<file path="config.mk">
export PLATFORM = sky130hd
export DESIGN_NAME = tcc_regs
export DESIGN_NICKNAME = d
export VERILOG_FILES = /design/src/tcc_regs.v /design/src/tcc_match.v /design/src/tcc_capture.v
export VERILOG_INCLUDE_DIRS = /design/src
export SDC_FILE = /design/constraint.sdc
export NUM_CORES = 1
export LEC_CHECK = 0
export BUFFER_PORTS_ARGS = -buffer_cell sky130_fd_sc_hd__buf_2
export CORE_ASPECT_RATIO = 1.4
export CORE_MARGIN = 2
export CORE_UTILIZATION = 35
export CTS_CLUSTER_SIZE = 40
export DETAILED_ROUTE_END_ITERATION = 8
export PLACE_DENSITY = 0.55
export SLEW_MARGIN = 5
export SYNTH_ARGS = -nofsm -noshare
export SYNTH_HDL_FRONTEND = slang
export SYNTH_HIERARCHICAL = 1
export SYNTH_SLANG_ARGS = --single-unit
</file>
<file path="constraint.sdc">
create_clock -name clock_in -period 2.17 [get_ports clock_in]
set_input_delay 0.1085 -clock clock_in [delete_from_list [all_inputs] [get_ports clock_in]]
set_output_delay 0.1085 -clock clock_in [all_outputs]
set_load 0.05 [all_outputs]
</file>
<file path="src/tcc_defs.vh">
// Constants for the timer capture/compare register block.
// Assumes inclusion by bare name from every design file of the block.
`ifndef TCC_DEFS_VH
`define TCC_DEFS_VH

// ----------------------------------------------------------------------------
// Address spaces
// ----------------------------------------------------------------------------
// Short I/O offsets map to data space at this distance.
`define TCC_IO_DS_OFS    8'h20
// First offset that short I/O instructions can no longer reach.
`define TCC_IO_LIMIT     8'h40

// ----------------------------------------------------------------------------
// Low I/O registers, given as short I/O offsets
// ----------------------------------------------------------------------------
`define TCC_IO_T1CAP_L   8'h26
`define TCC_IO_T1CAP_H   8'h27
`define TCC_IO_FLAG      8'h36
`define TCC_IO_MASK      8'h37

// ----------------------------------------------------------------------------
// Extended registers, given as data-space addresses
// ----------------------------------------------------------------------------
`define TCC_DS_T1CMPC_L  8'h78
`define TCC_DS_T1CMPC_H  8'h79
`define TCC_DS_T3CAP_L   8'h80
`define TCC_DS_T3CAP_H   8'h81
`define TCC_DS_T3CMPC_L  8'h82
`define TCC_DS_T3CMPC_H  8'h83
`define TCC_DS_T3CMPB_L  8'h84
`define TCC_DS_T3CMPB_H  8'h85
`define TCC_DS_T3CMPA_L  8'h86
`define TCC_DS_T3CMPA_H  8'h87

// ----------------------------------------------------------------------------
// Bit positions in the mask and flag registers
// ----------------------------------------------------------------------------
`define TCC_BIT_CAP      5
`define TCC_BIT_MATCH_A  4
`define TCC_BIT_MATCH_B  3

// ----------------------------------------------------------------------------
// Reset values
// ----------------------------------------------------------------------------
`define TCC_RST_BYTE     8'h00
`define TCC_RST_WORD     16'h0000

`endif

</file>
<file path="src/tcc_regs.v">
// Capture/compare register set for timers 1 and 3, with the timer 1
// capture and match A/B flags, their interrupt masks and requests.
// Assumes counters, prescalers and waveform logic live outside and feed
// counter values and one-cycle tick enables; all inputs are synchronous.
//
// Summary of operation
// RL1 - Pin edge copies counter into capture register.
// RL2 - Timer 1 may capture on comparator output.
// RL3 - Capture register can serve as counter top.
// RL4 - Capture bytes read as one coherent snapshot.
// RL5 - One shared high-byte latch for all 16-bit registers.
// RL6 - Mask bit 5 enables capture interrupt request.
// RL7 - Mask bit 4 enables match A request.
// RL8 - Mask bit 3 enables match B request.
// RL9 - Low registers at offset, data space +0x20.
// RL10 - Extended registers reachable by data space only.
// RL11 - All byte registers reset to zero.
// RL12 - Mask register at I/O 0x37, data 0x57.
// RL13 - Timer 1 capture at I/O 0x26/0x27.
// RL14 - Capture flag set on event, cleared by vector/write-one.
// RL15 - Match flag set tick after equality.
// RL16 - Counter write suppresses next-tick match.
// RL17 - High byte first; low read latches high.
`timescale 1ns/1ps
`default_nettype none
`include "tcc_defs.vh"

module tcc_regs #(
  parameter W = 16
) (
  // Clock and reset.
  input  wire         clock_in,
  input  wire         nrst_in,
  // Processor I/O bus.
  input  wire         io_rd_in,
  input  wire         io_wr_in,
  input  wire         io_space_in,
  input  wire [7:0]   io_addr_in,
  input  wire [7:0]   io_wdata_in,
  output reg  [7:0]   io_rdata_out,
  output reg          io_hit_out,
  // Timer counters.
  input  wire [1:0]   tick_in,
  input  wire [W-1:0] t1_counter_value_in,
  input  wire [W-1:0] t3_counter_value_in,
  input  wire [1:0]   counter_wr_in,
  // Capture triggers and modes.
  input  wire [1:0]   capture_pin_in,
  input  wire         analog_comp_in,
  input  wire         t1_capture_src_comp_in,
  input  wire [1:0]   capture_rise_in,
  input  wire [1:0]   capture_top_mode_in,
  // Timer 1 compare A/B values kept elsewhere.
  input  wire [W-1:0] t1_compare_a_in,
  input  wire [W-1:0] t1_compare_b_in,
  // Interrupt control.
  input  wire         global_irq_enable_in,
  input  wire [2:0]   vec_ack_in,
  output reg          t1_capture_irq_out,
  output reg          t1_match_a_irq_out,
  output reg          t1_match_b_irq_out,
  // Events and values for the waveform logic.
  output wire [5:0]   match_evt_out,
  output wire [1:0]   capture_evt_out,
  output wire [W-1:0] t1_capture_value_out,
  output wire [W-1:0] t3_capture_value_out,
  output wire [W-1:0] t1_compare_c_out,
  output wire [W-1:0] t3_compare_a_out,
  output wire [W-1:0] t3_compare_b_out,
  output wire [W-1:0] t3_compare_c_out
);

  // --------------------------------------------------------------------------
  // Targets of the address decode
  // --------------------------------------------------------------------------
  localparam [2:0] TG_T1CMPC = 3'h0;
  localparam [2:0] TG_T3CMPA = 3'h1;
  localparam [2:0] TG_T3CMPB = 3'h2;
  localparam [2:0] TG_T3CMPC = 3'h3;
  localparam [2:0] TG_T1CAP  = 3'h4;
  localparam [2:0] TG_T3CAP  = 3'h5;
  localparam [2:0] TG_FLAG   = 3'h6;
  localparam [2:0] TG_MASK   = 3'h7;

  // --------------------------------------------------------------------------
  // State
  // --------------------------------------------------------------------------
  reg  [7:0]   temp_r;
  reg  [7:0]   mask_r;
  reg  [2:0]   flag_r;
  reg  [2:0]   flag_nxt;
  reg  [W-1:0] cmp_r [0:3];
  integer      i;

  wire [W-1:0] cap_val [0:1];
  wire [1:0]   cap_evt;
  wire [5:0]   match_evt;

  // --------------------------------------------------------------------------
  // Address translation
  // --------------------------------------------------------------------------
  // Short I/O offsets are moved into data space so one decode serves both.
  // Offsets of 0x40 and above from short I/O are not mapped at all, which
  // keeps the extended registers out of reach of those instructions.
  wire [7:0] ds_addr = io_space_in ? (io_addr_in + `TCC_IO_DS_OFS) : io_addr_in; // RL9
  wire       ds_ok   = ~io_space_in | (io_addr_in < `TCC_IO_LIMIT); // RL10

  reg        dec_hit;
  reg        dec_low;
  reg  [2:0] dec_tgt;

  always @* begin
    dec_hit = ds_ok;
    dec_low = 1'b0;
    dec_tgt = TG_T1CMPC;
    case (ds_addr)
      `TCC_IO_T1CAP_L + `TCC_IO_DS_OFS: begin // RL13
        dec_tgt = TG_T1CAP;
        dec_low = 1'b1;
      end
      `TCC_IO_T1CAP_H + `TCC_IO_DS_OFS: begin // RL13
        dec_tgt = TG_T1CAP;
      end
      `TCC_IO_FLAG + `TCC_IO_DS_OFS: begin
        dec_tgt = TG_FLAG;
      end
      `TCC_IO_MASK + `TCC_IO_DS_OFS: begin // RL12
        dec_tgt = TG_MASK;
      end
      `TCC_DS_T1CMPC_L: begin
        dec_tgt = TG_T1CMPC;
        dec_low = 1'b1;
      end
      `TCC_DS_T1CMPC_H: begin
        dec_tgt = TG_T1CMPC;
      end
      `TCC_DS_T3CAP_L: begin
        dec_tgt = TG_T3CAP;
        dec_low = 1'b1;
      end
      `TCC_DS_T3CAP_H: begin
        dec_tgt = TG_T3CAP;
      end
      `TCC_DS_T3CMPC_L: begin
        dec_tgt = TG_T3CMPC;
        dec_low = 1'b1;
      end
      `TCC_DS_T3CMPC_H: begin
        dec_tgt = TG_T3CMPC;
      end
      `TCC_DS_T3CMPB_L: begin
        dec_tgt = TG_T3CMPB;
        dec_low = 1'b1;
      end
      `TCC_DS_T3CMPB_H: begin
        dec_tgt = TG_T3CMPB;
      end
      `TCC_DS_T3CMPA_L: begin
        dec_tgt = TG_T3CMPA;
        dec_low = 1'b1;
      end
      `TCC_DS_T3CMPA_H: begin
        dec_tgt = TG_T3CMPA;
      end
      default: begin
        dec_hit = 1'b0;
      end
    endcase
  end

  wire rd_hit = io_rd_in & dec_hit;
  wire wr_hit = io_wr_in & dec_hit;

  // --------------------------------------------------------------------------
  // Word under access
  // --------------------------------------------------------------------------
  reg [W-1:0] word_sel;

  always @* begin
    case (dec_tgt)
      TG_T1CAP: begin
        word_sel = cap_val[0];
      end
      TG_T3CAP: begin
        word_sel = cap_val[1];
      end
      TG_T1CMPC, TG_T3CMPA, TG_T3CMPB, TG_T3CMPC: begin
        word_sel = cmp_r[dec_tgt[1:0]];
      end
      default: begin
        word_sel = `TCC_RST_WORD;
      end
    endcase
  end

  // --------------------------------------------------------------------------
  // Read data
  // --------------------------------------------------------------------------
  reg [7:0] rd_val;

  always @* begin
    rd_val = `TCC_RST_BYTE;
    if (dec_tgt == TG_MASK) begin
      rd_val = mask_r;
    end else if (dec_tgt == TG_FLAG) begin
      rd_val[`TCC_BIT_CAP]     = flag_r[2];
      rd_val[`TCC_BIT_MATCH_A] = flag_r[1];
      rd_val[`TCC_BIT_MATCH_B] = flag_r[0];
    end else if (dec_low) begin
      rd_val = word_sel[7:0]; // RL4
    end else begin
      rd_val = temp_r; // RL17
    end
  end

  // --------------------------------------------------------------------------
  // Shared high-byte latch and bus answer
  // --------------------------------------------------------------------------
  // Every 16-bit register goes through this one latch, so software must not
  // interleave two 16-bit accesses; the second would overwrite the first.
  wire word_tgt = ~dec_tgt[2] | (dec_tgt == TG_T1CAP) | (dec_tgt == TG_T3CAP);

  always @(posedge clock_in or negedge nrst_in) begin
    if (!nrst_in) begin
      temp_r       <= `TCC_RST_BYTE;
      io_rdata_out <= `TCC_RST_BYTE;
      io_hit_out   <= 1'b0;
    end else begin
      io_hit_out <= rd_hit | wr_hit;
      if (rd_hit) begin
        io_rdata_out <= rd_val;
      end
      if (rd_hit & word_tgt & dec_low) begin
        temp_r <= word_sel[15:8]; // RL5
      end else if (wr_hit & word_tgt & ~dec_low) begin
        temp_r <= io_wdata_in; // RL17
      end
    end
  end

  // --------------------------------------------------------------------------
  // Compare registers
  // --------------------------------------------------------------------------
  wire [W-1:0] wr_word = {temp_r, io_wdata_in};
  wire         wr_low  = wr_hit & dec_low;

  always @(posedge clock_in or negedge nrst_in) begin
    if (!nrst_in) begin
      for (i = 0; i < 4; i = i + 1) begin
        cmp_r[i] <= `TCC_RST_WORD; // RL11
      end
    end else if (wr_low & ~dec_tgt[2]) begin
      cmp_r[dec_tgt[1:0]] <= wr_word; // RL17
    end
  end

  assign t1_compare_c_out = cmp_r[0];
  assign t3_compare_a_out = cmp_r[1];
  assign t3_compare_b_out = cmp_r[2];
  assign t3_compare_c_out = cmp_r[3];

  // --------------------------------------------------------------------------
  // Capture units
  // --------------------------------------------------------------------------
  wire [1:0] cap_src;
  wire [1:0] cap_wr;
  wire [W-1:0] cap_cnt [0:1];

  assign cap_src[0] = t1_capture_src_comp_in ? analog_comp_in : capture_pin_in[0]; // RL2
  assign cap_src[1] = capture_pin_in[1];
  assign cap_wr[0]  = wr_low & (dec_tgt == TG_T1CAP);
  assign cap_wr[1]  = wr_low & (dec_tgt == TG_T3CAP);
  assign cap_cnt[0] = t1_counter_value_in;
  assign cap_cnt[1] = t3_counter_value_in;

  genvar g;
  generate
    for (g = 0; g < 2; g = g + 1) begin : g_cap
      tcc_capture #(
        .W (W)
      ) u_cap (
        .clock_in    (clock_in),
        .nrst_in     (nrst_in),
        .src_in      (cap_src[g]),
        .rise_sel_in (capture_rise_in[g]),
        .top_mode_in (capture_top_mode_in[g]),
        .tick_in     (tick_in[g]),
        .counter_in  (cap_cnt[g]),
        .wr_in       (cap_wr[g]),
        .wr_data_in  (wr_word),
        .value_out   (cap_val[g]),
        .event_out   (cap_evt[g])
      );
    end
  endgenerate

  assign t1_capture_value_out = cap_val[0]; // RL3
  assign t3_capture_value_out = cap_val[1];
  assign capture_evt_out      = cap_evt;

  // --------------------------------------------------------------------------
  // Compare units: 0..2 are timer 1 A/B/C, 3..5 are timer 3 A/B/C
  // --------------------------------------------------------------------------
  wire [6*W-1:0] cmp_bus = {cmp_r[3], cmp_r[2], cmp_r[1],
                            cmp_r[0], t1_compare_b_in, t1_compare_a_in};

  generate
    for (g = 0; g < 6; g = g + 1) begin : g_match
      tcc_match #(
        .W (W)
      ) u_match (
        .clock_in   (clock_in),
        .nrst_in    (nrst_in),
        .tick_in    (tick_in[g/3]),
        .counter_in (cap_cnt[g/3]),
        .compare_in (cmp_bus[g*W +: W]),
        .block_in   (counter_wr_in[g/3]),
        .match_out  (match_evt[g])
      );
    end
  endgenerate

  assign match_evt_out = match_evt;

  // --------------------------------------------------------------------------
  // Timer 1 flags, mask and interrupt requests
  // --------------------------------------------------------------------------
  // A set in the same cycle as a clear wins, so no event is ever lost.
  wire       flag_wr = wr_hit & (dec_tgt == TG_FLAG);
  wire [2:0] flag_set = {cap_evt[0], match_evt[0], match_evt[1]};
  wire [2:0] flag_clr = vec_ack_in | ({3{flag_wr}} &
                        {io_wdata_in[`TCC_BIT_CAP], io_wdata_in[`TCC_BIT_MATCH_A],
                         io_wdata_in[`TCC_BIT_MATCH_B]});

  always @* begin
    flag_nxt = flag_set | (flag_r & ~flag_clr); // RL14
  end

  always @(posedge clock_in or negedge nrst_in) begin
    if (!nrst_in) begin
      flag_r             <= 3'h0;
      mask_r             <= `TCC_RST_BYTE; // RL12
      t1_capture_irq_out <= 1'b0;
      t1_match_a_irq_out <= 1'b0;
      t1_match_b_irq_out <= 1'b0;
    end else begin
      flag_r <= flag_nxt;
      if (wr_hit & (dec_tgt == TG_MASK)) begin
        mask_r <= io_wdata_in;
      end
      t1_capture_irq_out <= flag_r[2] & mask_r[`TCC_BIT_CAP] & global_irq_enable_in; // RL6
      t1_match_a_irq_out <= flag_r[1] & mask_r[`TCC_BIT_MATCH_A] & global_irq_enable_in; // RL7
      t1_match_b_irq_out <= flag_r[0] & mask_r[`TCC_BIT_MATCH_B] & global_irq_enable_in; // RL8
    end
  end

endmodule // tcc_regs
`default_nettype wire

</file>
<file path="src/tcc_match.v">
// One compare unit: flags a match one timer tick after equality.
// Assumes tick_in is a one-cycle enable and block_in marks a counter write.
`timescale 1ns/1ps
`default_nettype none
`include "tcc_defs.vh"

module tcc_match #(
  parameter W = 16
) (
  // Clock and reset.
  input  wire         clock_in,
  input  wire         nrst_in,
  // Timer side.
  input  wire         tick_in,
  input  wire [W-1:0] counter_in,
  input  wire [W-1:0] compare_in,
  input  wire         block_in,
  // Match event.
  output reg          match_out
);

  reg pend_r;
  reg blk_r;

  // A counter write holds off the equality seen at the next tick and at any tick in its own cycle.
  always @(posedge clock_in or negedge nrst_in) begin
    if (!nrst_in) begin
      pend_r    <= 1'b0;
      blk_r     <= 1'b0;
      match_out <= 1'b0;
    end else begin
      match_out <= 1'b0;
      if (block_in) begin
        blk_r <= 1'b1; // RL16
      end
      if (tick_in) begin
        match_out <= pend_r; // RL15
        pend_r    <= (counter_in == compare_in) & ~blk_r & ~block_in; // RL16
        blk_r     <= block_in;
      end
    end
  end

endmodule // tcc_match
`default_nettype wire

</file>
<file path="src/tcc_capture.v">
// One input-capture register with edge detection and top-limit match.
// Assumes the trigger is already synchronous and software writes arrive whole.
`timescale 1ns/1ps
`default_nettype none
`include "tcc_defs.vh"

module tcc_capture #(
  parameter W = 16
) (
  // Clock and reset.
  input  wire         clock_in,
  input  wire         nrst_in,
  // Trigger and mode.
  input  wire         src_in,
  input  wire         rise_sel_in,
  input  wire         top_mode_in,
  input  wire         tick_in,
  input  wire [W-1:0] counter_in,
  // Software write.
  input  wire         wr_in,
  input  wire [W-1:0] wr_data_in,
  // Results.
  output reg  [W-1:0] value_out,
  output reg          event_out
);

  reg  prev_r;
  wire edge_hit = rise_sel_in ? (src_in & ~prev_r) : (~src_in & prev_r);
  wire top_hit  = tick_in & top_mode_in & (counter_in == value_out);

  // In top mode the register is the limit, so pin edges must not move it.
  always @(posedge clock_in or negedge nrst_in) begin
    if (!nrst_in) begin
      prev_r    <= 1'b0;
      value_out <= `TCC_RST_WORD; // RL11
      event_out <= 1'b0;
    end else begin
      prev_r    <= src_in;
      event_out <= (edge_hit & ~top_mode_in) | top_hit; // RL14
      if (edge_hit & ~top_mode_in) begin
        value_out <= counter_in; // RL1
      end else if (wr_in) begin
        value_out <= wr_data_in; // RL3
      end
    end
  end

endmodule // tcc_capture
`default_nettype wire

</file>
==> impl_metrics.py <==
metrics = {
    "power_and_ir_drop": {
        "power.share.clock_pct": 34.1,
        "p_switching_mw": 3.06,
        "pwr_density_cell_nw_per_um2": 682,
        "p_total_mw": 8.35,
        "comb_power_share_pct": 24.7,
        "switching_share_pct": 36.7,
        "p_leak_nw": 5.90,
        "ir_worst_vdd_uv": 615,
        "intPower_mw": 5.29,
        "seq_power_share_pct": 41.2,
    },
    "route": {
        "wl_per_cell_um": 23.0,
        "avgViaCountPerCell": 5.35,
        "vias": 7594,
        "drt_iter0_markers": 456,
        "dr.pass1.iters": 7,
        "route.detailed.drc": 0,
        "ant_nets": 0,
        "totalWireLength_um": 32700,
    },
    "placement": {
        "gp_congestion": 0.870,
        "portBuffers": 216,
        "hpwl_um": 23800,
        "post-place-ws_ns": -0.548,
        "placed_cells": 1329,
    },
    "die": {
        "fp.dieArea_um2": 25700,
        "die_h_um": 189,
        "die_x_um": 136,
        "num_rows": 67,
        "ios": 217,
        "core_um2": 24000,
        "start_util_pct": 35.7,
    },
    "yosys": {
        "synth-edff-count": 0,
        "yosysUniqueCellTypes": 63,
        "seq_area_frac_synth_pct": 43.6,
        "syn_area_um2": 8560,
        "syn_nets": 864,
        "ys_seq_elements": 149,
        "async_flop_share_pct": 100,
        "synthTopCellsByArea": "dfrtp_1 44%, mux2_2 10%, xor2_1 9.3%",
        "ys.flop_type": "dfrtp_1",
        "yosysTopAreaCell": "dfrtp_1",
        "netlist_instances": 762,
        "synth_top_area_share_pct": 43.6,
        "synth_warnings": 6,
        "avgSynthCellArea_um2": 11.2,
    },
    "timing": {
        "maxSlewViolCount": 0,
        "setup_slack_ns": -0.100,
        "tightest_slew_ns": 0.868,
        "max_freq_ghz": 0.440,
        "skew_ns": 0.0114,
        "holdWs_ns": -0.00719,
        "fin_crit_ns": 2.27,
        "hold_viol": 4,
        "grt_setup_unrepaired": "true",
        "finalSetupViolCount": 72,
        "slew_headroom_pct": 41.9,
        "timing.final.crit_share_pct": 105,
    },
    "finish": {
        "multiInputGateArea_um2": 5060,
        "register_area_um2": 3730,
        "diodes": 0,
        "final_common_cell": "buf_2",
        "nets": 1198,
        "nFillCells": 2230,
        "layout_common_cells": "213 x buf_2, 149 x dfrtp_1, 91 x xor2_1",
        "drive_gt1_share_pct": 45.1,
        "finalNonFillerCells": 1419,
        "area_growth_pct": 43.1,
    },
    "clock_tree": {
        "clock_path_buffers": 2,
        "cts-root-buf": "clkbuf_16",
        "cts_tree": "yes",
        "clk_latency_ns": 0.43,
        "clock-sinks": 149,
        "clk_pin_slew_ns": 0.06,
        "cts_buffers": 17,
        "htreeDepth": 4,
    },
    "outcome": {
        "outcome": "complete, but fails checks",
        "failed_checks": "negative hold slack, negative setup slack",
    },
    "grt": {
        "gr-total-overflow": 0,
        "antenna_found_initial": 0,
        "track_usage_pct": 24.8,
        "grt_pass1_vias": 7742,
        "grt_max_degree": 57,
        "grt_pass1_wl_um": 47000,
    },
    "worst_setup_path": {
        "crit_type": "in2reg",
        "required_ns": 2.47,
        "crit_arrival_ns": 2.57,
        "startpoint_type": "input pin",
        "worstPathMaxFanout": 8,
        "critPathCaptureType": "flip-flop",
    },
    "job": {
        "drv_cap": 0,
    },
    "worst_hold_path": {
        "worst_hold_path_type": "in2reg",
    },
}
[stage by stage]
| stage | TNS [ns] | util, % | instance area [um2] |
|---|---|---|---|
| after CTS | -0.952 | 48.9 | 11700 |
| after detailed placement | -57.44 | 44.6 | 10700 |
| after global placement | -53.75 | 44.6 | 10700 |
| final | -2.95 | 51.1 | 12200 |
| after floorplan | -28.63 | - | 8800 |
| after global routing | -9.27 | 51.1 | 12200 |
[state kept, by name (all words and copies together) (netlist names)]
name / cells
g_cap.u_cap/value_out: 32
t1_compare_c_out: 16
t3_compare_a_out: 16
t3_compare_b_out: 16
t3_compare_c_out: 16
io_rdata_out: 8
mask_r: 8
temp_r: 8
g_match.u_match/blk_r: 6
g_match.u_match/match_out: 6
g_match.u_match/pend_r: 6
flag_r: 3
g_cap.u_cap/event_out: 2
g_cap.u_cap/prev_r: 2
io_hit_out: 1
t1_capture_irq_out: 1
t1_match_a_irq_out: 1
t1_match_b_irq_out: 1
[cell usage after synthesis (all sizes together), types with 12 or more instances]
library cell	n
a21oi	18
buf	20
nor2	28
nand4	12
mux2	97
nand3	23
nand2	43
xnor2	40
nor4	21
mux2i	44
o21ai	41
dfrtp	149
inv	13
xor2	91
nor3	14
[worst max-delay path, stage by stage]
cell	delay, ns
buf_8	0.10
ha_4	0.22
or4bb_4	0.52
buf_6	0.14
o22ai_4	0.22
a22o_1	0.21
buf_12	0.15
buf_12	0.15
mux2_4	0.32
a222oi_1	0.29
a22oi_1	0.11
[routing by layer]
metal	routed length, um	track usage [%]
met5	0	0
met4	1340	10.5
met3	1730	4.02
met2	16800	42.9
met1	12900	30.3
[repair_timing]
action | 4_1_cts | 5_1_grt
buffers inserted | 6 | 13
gates resized for setup | 14 | 86
setup endpoints to repair | 91 | 122
pin swaps | 8 | 14
endpoints found under the hold margin | 91 | 1
gates cloned | 2 | 4
hold buffers | 34 | 1
[final cells by class]
type / instances / area share (%)
multi-input cells: 573 / 41.3
flip-flops and latches: 149 / 30.4
repair buffers: 342 / 20.2
clock buffers: 18 / 3.50
well taps: 310 / 3.17
clock inverters: 14 / 1.04
inverters: 13 / 0.398
[worst paths after layout]
path / end / cells past startpoint / startpoint / slack, ns
min in group asynchronous: t3_compare_c_out[13] / 2 / nrst_in / 0.23
worst min register to register: flag_r[2] / 1 / g_cap[0].u_cap/event_out / 0.47
max in group asynchronous: t1_compare_c_out[7] / 3 / nrst_in / 1.25
worst max register to register: g_cap[1].u_cap/event_out / 4 / g_cap[1].u_cap/value_out[14] / 0.43
worst min-delay path: g_cap[0].u_cap/value_out[5] / 3 / t1_counter_value_in[5] / -0.007
worst max-delay path: temp_r[7] / 11 / io_addr_in[5] / -0.10
[power groups by stage]
stage | clock [mW] | sequential (mW) | combinational (mW)
after floorplan | 0 | 3.92 | 0.597
after global placement | 0 | 3.46 | 1.92
after detailed placement | 0 | 3.46 | 1.94
after CTS | 2.88 | 3.41 | 2.01
after global routing | 3.02 | 3.46 | 2.18
final | 2.85 | 3.44 | 2.06
[cells by family after synthesis]
logic type / count (synthesis) / synth area share, %
and+or+nand+nor: 170 / 11.1
adders and majority gates: 1 / 0.146
muxes: 141 / 17.9
buffers and inverters: 41 / 2.69
DFF: 149 / 43.6
AOI/OAI and AO/OA: 129 / 11.1
xor gates and xnor gates: 131 / 13.5
(Power assumes the default switching activity.)
